--- src/phs_pkg.sv ---
// package of register map, field positions and timing counts for the block
package phs_pkg;
	// register indexes; each register takes one aligned word
	localparam logic [11:0] HOLDOVER_CONTROL_IDX = 12'h001d;
	localparam logic [11:0] PLL_STATUS_READBACK_IDX = 12'h001f;
	localparam logic [11:0] STATUS_DISABLE_IDX = 12'h0020;
	// register byte addresses, four times the index
	localparam logic [11:0] HOLDOVER_CONTROL_ADDR =
		12'(HOLDOVER_CONTROL_IDX * 4);
	localparam logic [11:0] PLL_STATUS_READBACK_ADDR =
		12'(PLL_STATUS_READBACK_IDX * 4);
	localparam logic [11:0] STATUS_DISABLE_ADDR = 12'(STATUS_DISABLE_IDX * 4);
	// holdover control fields
	localparam int HC_EN_LO_BIT = 0;
	localparam int HC_EXT_SEL_BIT = 1;
	localparam int HC_EN_HI_BIT = 2;
	localparam int HC_LDCMP_BIT = 3;
	localparam logic [7:0] HC_RESET = 8'h00;
	localparam logic [7:0] HC_WR_MASK = 8'h0f;
	// status readback fields
	localparam int ST_LOCK_BIT = 0;
	localparam int ST_PRI_FREQ_BIT = 1;
	localparam int ST_SEC_FREQ_BIT = 2;
	localparam int ST_VCO_FREQ_BIT = 3;
	localparam int ST_SEC_SEL_BIT = 4;
	localparam int ST_HOLD_BIT = 5;
	localparam int ST_CAL_DONE_BIT = 6;
	// own status disable register field
	localparam int SD_DISABLE_BIT = 0;
	// hold entry filter length in clock cycles
	localparam int HOLD_ENTRY_NS = 100;
	localparam int CLK_PERIOD_NS = 50;
	localparam int HOLD_ENTRY_CYC = (HOLD_ENTRY_NS + CLK_PERIOD_NS - 1)
		/ CLK_PERIOD_NS;
	// holdover controller states, gray coded
	typedef enum logic [1:0] {
		PHS_IDLE = 2'b00,
		PHS_ARMED = 2'b01,
		PHS_HOLD = 2'b11
	} phs_state_t;
endpackage

--- src/phs_regs.sv ---
// holdover control and pll status register bank with apb slave
// What this block does
// - bit 1 set: hold pin decides holdover; clear: automatic circuit decides
// - external select turns off the automatic holdover decision entirely
// - holdover works only when enable bits 0 and 2 are both set
// - status bit 6 shows vco calibration finished; writes ignored
// - status bit 5 shows actual holdover state, not the enable setting
// - status bit 4 is 1 when secondary reference feeds the pll
// - status bit 3 is 1 when vco frequency is above threshold
// - status bit 2 is 1 when secondary reference above its threshold
// - bit 2 is second holdover enable, resets to 0
// - status bit 0 is 1 when the digital lock detector sees lock
// - lock pin comparator off: automatic controller treats lock pin high
`timescale 1ns/10ps
module phs_regs #(
	parameter int HOLD_CYC = phs_pkg::HOLD_ENTRY_CYC
) (
	input wire logic pclk,
	input wire logic presetn,
	input wire logic psel,
	input wire logic penable,
	input wire logic pwrite,
	input wire logic [11:0] paddr,
	input wire logic [31:0] pwdata,
	output logic [31:0] prdata,
	output logic pready,
	output logic pslverr,
	input wire logic hold_select_pin,
	input wire logic lock_detect_pin,
	input wire logic vco_cal_done,
	input wire logic digital_lock,
	input wire logic ref_lost,
	input wire logic secondary_ref_selected,
	input wire logic vco_above_threshold,
	input wire logic secondary_ref_above_threshold,
	input wire logic primary_ref_above_threshold,
	output logic holdover_active
);
	////////////////////////////////////////////////////////////////////////
	// state
	typedef struct packed {
		logic [7:0] ctrl;
		logic stat_dis;
		phs_pkg::phs_state_t st;
		logic [7:0] cnt;
		logic [31:0] rdata;
		logic ready;
		logic err;
		logic hold;
	} phs_st_t;
	phs_st_t r_q;
	phs_st_t r_d;
	logic [8:0] pins;
	logic hold_pin_s;
	logic lock_pin_s;
	logic cal_s;
	logic lock_s;
	logic lost_s;
	logic sel2_s;
	logic vco_s;
	logic ref2f_s;
	logic ref1f_s;
	logic en_both;
	logic lock_ok;
	logic access;
	logic [7:0] status;

	// all pin level inputs pass two flip-flops
	phs_sync #(.WIDTH(9)) u_sync (
		.pclk(pclk),
		.presetn(presetn),
		.async_in({hold_select_pin, lock_detect_pin, vco_cal_done,
			digital_lock, ref_lost, secondary_ref_selected,
			vco_above_threshold, secondary_ref_above_threshold,
			primary_ref_above_threshold}),
		.sync_out(pins)
	);
	assign {hold_pin_s, lock_pin_s, cal_s, lock_s, lost_s, sel2_s, vco_s,
		ref2f_s, ref1f_s} = pins;

	// address decode shared by read and write paths
	function automatic logic [1:0] reg_sel(input logic [11:0] a);
		if (a == phs_pkg::HOLDOVER_CONTROL_ADDR) begin
			reg_sel = 2'h1;
		end else if (a == phs_pkg::PLL_STATUS_READBACK_ADDR) begin
			reg_sel = 2'h2;
		end else if (a == phs_pkg::STATUS_DISABLE_ADDR) begin
			reg_sel = 2'h3;
		end else begin
			reg_sel = 2'h0;
		end
	endfunction

	////////////////////////////////////////////////////////////////////////
	// status word assembly
	assign en_both = r_q.ctrl[phs_pkg::HC_EN_LO_BIT]
		& r_q.ctrl[phs_pkg::HC_EN_HI_BIT];
	// comparator off: lock pin counts as high
	assign lock_ok = r_q.ctrl[phs_pkg::HC_LDCMP_BIT] ? lock_pin_s
		: 1'b1;
	assign access = psel & penable & ~r_q.ready;

	always_comb begin
		status = 8'h00;
		status[phs_pkg::ST_CAL_DONE_BIT] = cal_s;
		status[phs_pkg::ST_HOLD_BIT] = r_q.hold;
		status[phs_pkg::ST_SEC_SEL_BIT] = sel2_s;
		status[phs_pkg::ST_VCO_FREQ_BIT] = vco_s;
		status[phs_pkg::ST_SEC_FREQ_BIT] = ref2f_s;
		status[phs_pkg::ST_PRI_FREQ_BIT] = ref1f_s;
		status[phs_pkg::ST_LOCK_BIT] = lock_s;
	end

	////////////////////////////////////////////////////////////////////////
	// next state: bus slave and holdover controller
	always_comb begin
		r_d = r_q;
		r_d.ready = 1'b0;
		r_d.err = 1'b0;
		// apb answers one cycle into the access phase
		if (access) begin
			r_d.ready = 1'b1;
			r_d.rdata = 32'h0000_0000;
			case (reg_sel(paddr))
				2'h1: begin
					r_d.rdata = {24'h00_0000, r_q.ctrl};
					if (pwrite) begin
						r_d.ctrl = pwdata[7:0] & phs_pkg::HC_WR_MASK;
					end
				end
				2'h2: begin
					// read-only, writes have no effect
					if (!r_q.stat_dis) begin
						r_d.rdata = {24'h00_0000, status};
					end
				end
				2'h3: begin
					r_d.rdata = {31'h0000_0000, r_q.stat_dis};
					if (pwrite) begin
						r_d.stat_dis = pwdata[phs_pkg::SD_DISABLE_BIT];
					end
				end
				default: begin
					r_d.err = 1'b1;
				end
			endcase
		end
		// holdover controller
		if (!en_both) begin
			r_d.st = phs_pkg::PHS_IDLE;
			r_d.cnt = 8'h00;
		end else if (r_q.ctrl[phs_pkg::HC_EXT_SEL_BIT]) begin
			// pin alone governs; automatic path bypassed
			r_d.st = hold_pin_s ? phs_pkg::PHS_HOLD
				: phs_pkg::PHS_IDLE;
			r_d.cnt = 8'h00;
		end else begin
			case (r_q.st)
				phs_pkg::PHS_IDLE: begin
					r_d.cnt = 8'h00;
					if (lost_s && lock_ok) begin
						r_d.st = phs_pkg::PHS_ARMED;
					end
				end
				phs_pkg::PHS_ARMED: begin
					if (!lost_s) begin
						r_d.st = phs_pkg::PHS_IDLE;
					end else if (r_q.cnt >= 8'(HOLD_CYC - 1)) begin
						r_d.st = phs_pkg::PHS_HOLD;
					end else begin
						r_d.cnt = r_q.cnt + 8'h01;
					end
				end
				phs_pkg::PHS_HOLD: begin
					if (!lost_s) begin
						r_d.st = phs_pkg::PHS_IDLE;
					end
				end
				default: begin
					r_d.st = phs_pkg::PHS_IDLE;
				end
			endcase
		end
		r_d.hold = (r_d.st == phs_pkg::PHS_HOLD) && en_both;
	end

	// register all state
	always_ff @(posedge pclk or negedge presetn) begin
		if (!presetn) begin
			r_q <= '0;
		end else begin
			r_q <= r_d;
		end
	end

	assign prdata = r_q.rdata;
	assign pready = r_q.ready;
	assign pslverr = r_q.err;
	assign holdover_active = r_q.hold;
endmodule

--- src/phs_sync.sv ---
// two flip-flop synchroniser for a vector of pin inputs
`timescale 1ns/10ps
module phs_sync #(
	parameter int WIDTH = 8
) (
	input wire logic pclk,
	input wire logic presetn,
	input wire logic [WIDTH-1:0] async_in,
	output logic [WIDTH-1:0] sync_out
);
	typedef struct packed {
		logic [WIDTH-1:0] meta;
		logic [WIDTH-1:0] stable;
	} phs_sync_st_t;
	phs_sync_st_t s_q;
	phs_sync_st_t s_d;

	// first stage feeds only the second
	always_comb begin
		s_d.meta = async_in;
		s_d.stable = s_q.meta;
	end

	// registers both stages
	always_ff @(posedge pclk or negedge presetn) begin
		if (!presetn) begin
			s_q <= '0;
		end else begin
			s_q <= s_d;
		end
	end

	assign sync_out = s_q.stable;
endmodule

--- config.mk ---
export PLATFORM = sky130hd
export DESIGN_NAME = phs_regs
export DESIGN_NICKNAME = d
export VERILOG_FILES = /design/src/phs_pkg.sv /design/src/phs_regs.sv /design/src/phs_sync.sv
export SDC_FILE = /design/constraint.sdc
export NUM_CORES = 1
export LEC_CHECK = 0
export BUFFER_PORTS_ARGS = -buffer_cell sky130_fd_sc_hd__buf_2
export CORE_ASPECT_RATIO = 1.5
export CORE_UTILIZATION = 45
export CTS_BUF_LIST = sky130_fd_sc_hd__clkbuf_16
export DETAILED_ROUTE_END_ITERATION = 6
export PLACE_DENSITY = 0.78
export RECOVER_POWER = 100
export SLEW_MARGIN = 20
export SYNTH_ARGS = -nofsm -noshare
export SYNTH_HDL_FRONTEND = slang
export SYNTH_SLANG_ARGS = --single-unit
--- constraint.sdc ---
create_clock -name pclk -period 1.9 [get_ports pclk]
set_clock_uncertainty 0.1 [all_clocks]
set_input_delay 0.38 -clock pclk [delete_from_list [all_inputs] [get_ports pclk]]
set_output_delay 0.38 -clock pclk [all_outputs]
set_load 0.01 [all_outputs]
Yosys cells after proc, flatten, opt, wreduce, memory -nomap -nowiden
Cells that the tools add are included.

word-level totals
  flip-flop bits (word level) = 43
  input port bits = 58
  output and inout port bits = 35

cells by class
  add/sub/neg operators = 1
  $lt $le $gt $ge = 1
  equality and inequality tests = 12
  muxes and demuxes = 20
  bitwise gates (word level) = 4
  reductions and logical operators = 7

operators by type and width
  cell                                                                                 count
  12-bit by 7-bit equality test with 1-bit output, second input constant               2
  7-bit one-hot mux with 3 select lines                                                1
  10-bit two-way mux                                                                   2
  2-bit two-way mux                                                                    10
  8-bit two-way mux                                                                    2
  8-bit one-hot mux with 2 select lines                                                1
  12-bit by 8-bit equality test with 1-bit output, second input constant               1
  3-bit AND reduction                                                                  3
  8-bit by 1-bit adder with 8-bit output, second input constant                        1
  2-bit equality test, second input constant                                           4
  8-bit by 1-bit greater-or-equal comparator with 1-bit output, second input constant  1
  7-bit two-way mux                                                                    1
  2-bit one-hot mux with 3 select lines                                                1
  2-bit by 1-bit equality test with 1-bit output, second input constant                2
  4-bit by 2-bit inequality test with 1-bit output, second input constant              1
  4-bit by 3-bit inequality test with 1-bit output, second input constant              1
  4-bit inequality test, second input constant                                         1
  1-bit bitwise AND                                                                    3
  3-bit OR reduction                                                                   1
  1-bit logical AND                                                                    2
  2-bit logical NOT                                                                    1
  1-bit two-way mux                                                                    2
  1-bit inverter                                                                       1

Logic depth before layout (Yosys ltp)
  word-level depth = 9
  gate-level depth with buffers = 6

Modules after synthesis
Synthesis repeated with hierarchy kept, for this count alone.

unflattened totals
  cells, all modules = 162
  area, all modules = 1878.1 um^2

modules (own cells, without submodules)
  module    instances  cells an instance  area each (um^2)
  phs_regs  1          144                1427.6
  phs_sync  1          18                 450.4

Least setup slack after synthesis
No wires, ideal clock.

  path type = register -> register
  from = register r_q[35] in the netlist's numbering
  to = register r_q[35] in the netlist's numbering
  setup time = 94 ps
  arrival time = 1508 ps
  required time = 1706 ps
  slack = 198 ps
  cell stages (with the launch flop) = 7
  buffers on the path = 0
  period minus slack after synthesis = 1702 ps
  cell sequence = dfrtp_1 -> inv_1 -> ha_1 -> nor2b_1 -> and4_1 -> mux2_2 -> a211oi_1

between the ends
  word-level cells in the longest chain between the ends = 6
  elaborated cells between the ends (all ways) = 9
  classes of those cells = 1 x add/sub; 1 x order compare; 1 x eq/ne; 5 x mux; 1 x reduce/logical

ends and longest elaborated chain
  element                                 RTL line         text
  start, declared                         phs_regs.sv:51   phs_st_t r_q;
  start signal, assigned                  phs_regs.sv:192  r_q <= r_d;
  8-bit by 1-bit adder with 8-bit output  phs_regs.sv:171  r_d.cnt = r_q.cnt + 8'h01;
  8-bit two-way mux                       phs_regs.sv:168  end else if (r_q.cnt >= 8'(HOLD_CYC - 1)) begin
  8-bit two-way mux                       phs_regs.sv:166  if (!lost_s) begin
  8-bit one-hot mux with 2 select lines   phs_regs.sv:158  case (r_q.st)
  10-bit two-way mux                      phs_regs.sv:152  end else if (r_q.ctrl[phs_pkg::HC_EXT_SEL_BIT]) begin
  10-bit two-way mux                      phs_regs.sv:149  if (!en_both) begin

Parallel ways exist; a longest one is shown, timed or not. The select of a mux whose other input is x is not followed.
A chain may end at the register's enable or synchronous reset.

Worst setup path in the final report
Same ends and word-level chain as after synthesis.

==> impl_metrics.ini <==
[final_layout]
final_nets = 266
n_antenna_cell = 0
ff_latch_area_um2 = 1080
syn2layout_area_growth_pct = 14.2
drive_gt1_share_pct = 24.3
multi_input_area_um2 = 642
nFillCells = 377

[synthesis]
ys.flop_type = dfrtp_1
ys_ff_latch = 43
synth_xor_area_share_pct = 0
muxShareOfSynthArea_pct = 4.33
postSynthCellCount = 162
seq_area_frac_synth_pct = 56.4
synth.avg_cell_area_um2 = 11.8
synthSimpleGateAreaFrac_pct = 16.1
ys_types = 33
synth-edff-count = 0
synth_top_family_by_area = simple AND/OR/NAND/NOR gates
ys_top_cells_by_area = dfrtp_1 (56%), buf_4 (13%), mux2_4 (3.1%)
synth-adder-area-share_pct = 1.97
yosys.area.top_type_share_pct = 56.4
async_flop_share_pct = 100
synth_warnings = 0
yosysMostFrequentCell = dfrtp_1
syn-cell-area_um2 = 1910
synth_common_cells = dfrtp_1 (43), buf_4 (32), nand2_1 (11)
yosysTopAreaCell = dfrtp_1
synth-compound-area-share_pct = 7.08

[worst_setup_path]
critPathMaxFanout = 4
cp-end-kind = flop
slowest_delay_ns = 0.42
path_delay_family = flip-flops
reg2regPathDepth = 6
cp_cell_sequence = inv_1, ha_1, nor2b_2, and4_4, mux2_2, a211oi_2
rr_startpoint = r_q[35]
r2r_slack_ns = 0.10
setup.worst_path.start_class = flop
path_class = reg -> reg
worstPathRequired_ns = 1.99
cp_num_buf_inv = 1
r2r-end = r_q[35]
critPathSlowestCell = dfrtp_2
crit_arrival_ns = 1.89

[routing]
drt-pass1-iter-count = 4
vias = 1188
wl_per_cell_um = 11.6
vias_per_cell = 4.73
drc_errors = 0
wl_um = 2900
drt-initial-drc-count = 18
ant_nets = 0

[global_routing]
grt_pass1_vias = 1088
grt_usage_pct = 14.8
overflow = 0
grt_first_pass_wirelength_um = 4600
grt_start_max_net_pins = 24
antenna_found_initial = 0

[cts]
h-tree-depth = 2
clk_latency_ns = 0.28
clkSlewWorstSetupHoldPaths_ns = 0.06
clock-sinks = 43
cts.path.max_buffers = 2
clock-root-buffer = clkbuf_16
cts_buffers = 5
cts_tree = built

[placed_design]
gp_congestion = 0.818
place_ws_ns = 0.000823
port_buffers = 39
dp_hpwl_um = 2180

[floorplan]
die_h_um = 81.8
die_area_um2 = 4510
coreArea_um2 = 3990
start_util_pct = 47.8
rows = 28
ios = 93
dieWidth_um = 55.2

[sta]
max_clock_freq_mhz = 556
slew_headroom_pct = 65.5
rsz0062_at_grt = no
slew_violations = 0
min_period_ns = 1.80
post-route-period-util_pct = 94.7
hold_violations = 0
finalSetupViolations = 0
worst_slew_pin_slew_ns = 0.517
fin_setup_tns_ns = 0
layout_setup_ws_ns = 0.101

[min_path]
hold_start = ref_lost
min_to = u_sync.s_d[4]
hold_depth = 1
hold_class = in -> reg

[outcome]
run_status = complete, no violations

[pwr]
powerDensity_nw_per_um2 = 903
peakVddDrop_mv = 0.664
p_leak_nw = 1.06

[job]
cap_viol_max_count = 0
placed cells by master, fill, tap and decap left out, drive strengths merged, types with 2 or more instances in the layout:
cell type / n
nand3: 3
conb: 25
dfrtp: 43
or2: 2
buf: 31
and4: 2
nor4: 3
nand2: 11
nand3b: 4
mux2: 6
a22o: 3
clkinv: 2
ha: 3
a21oi: 9
clkbuf: 18
o21ai: 5
inv: 4
nor2b: 7
and2: 7
nor2: 4
nor3: 3
area by class of cell:
cell class                 instances  area share, %
clock inverter                     3           1.78
sequential                        43           49.5
timing repair buffer              45           10.3
tap                               45           2.58
inverter                           4          0.689
clock buffer                       5           5.74
multi-input combinational        106           29.5
power by group:
group | total, mW | leakage, nW | internal [mW] | switching (mW)
clock network | 0.924 | 0.0812 | 0.611 | 0.313
logic | 0.0996 | 0.420 | 0.0347 | 0.0650
registers | 0.944 | 0.556 | 0.938 | 0.00617
total | 1.97 | 1.06 | 1.58 | 0.384
state kept, by name, summed over array words and instances (netlist names):
signal / count
r_q: 15
u_sync.s_d: 9
prdata: 7
holdover_active: 1
u_sync.sync_out: 9
pslverr: 1
pready: 1
routing by layer:
metal / GRT usage [%] / vias up / share of wire (%)
met5: 0 / - / 0
met4: 10.3 / 0 / 3.0
met3: 4.44 / 7 / 6.2
met2: 22.9 / 46 / 51
met1: 17.1 / 558 / 40
li1: - / 577 / -
what timing repair did:
item,CTS,global route
buffers inserted,0,1
hold buffers,1,0
resized for setup,1,4
setup endpoints to repair,1,1
endpoints found under the hold margin,20,0
how the worst max path moves through the flow:
stage,start,endpoint,slack [ns],cells after the start
finish,r_q[35],r_q[35],0.10,6
global route,r_q[36],r_q[35],0.006,6
CTS,r_q[35],r_q[35],0.007,6
detailed placement,r_q[35],r_q[35],0.0008,6
global placement,r_q[35],r_q[35],0.05,6
floorplan,r_q[35],r_q[35],0.20,6
cell families after synthesis:
family	after synthesis
AND/OR/NAND/NOR	50
flip-flops	43
buffers and inverters	37
AO/OA/AOI/OAI	22
multiplexers	6
adder cells (fa/ha/maj)	3
other	1
through the flow:
stage               total power [mW]  utilization (%)  hold slack, ns  instance area (um2)  instances
floorplan                       1.04                -         -0.0156                 2000        186
finish                          1.97             54.5           0.102                 2180        251
global route                    2.06             54.5          0.0935                 2180        251
detailed placement              1.07             51.1           0.236                 2040        241
global placement                1.07             51.1           0.232                 2040        241
CTS                             2.00             55.5          0.0958                 2220        250
No activity file was read; power rests on OpenSTA's default activity.
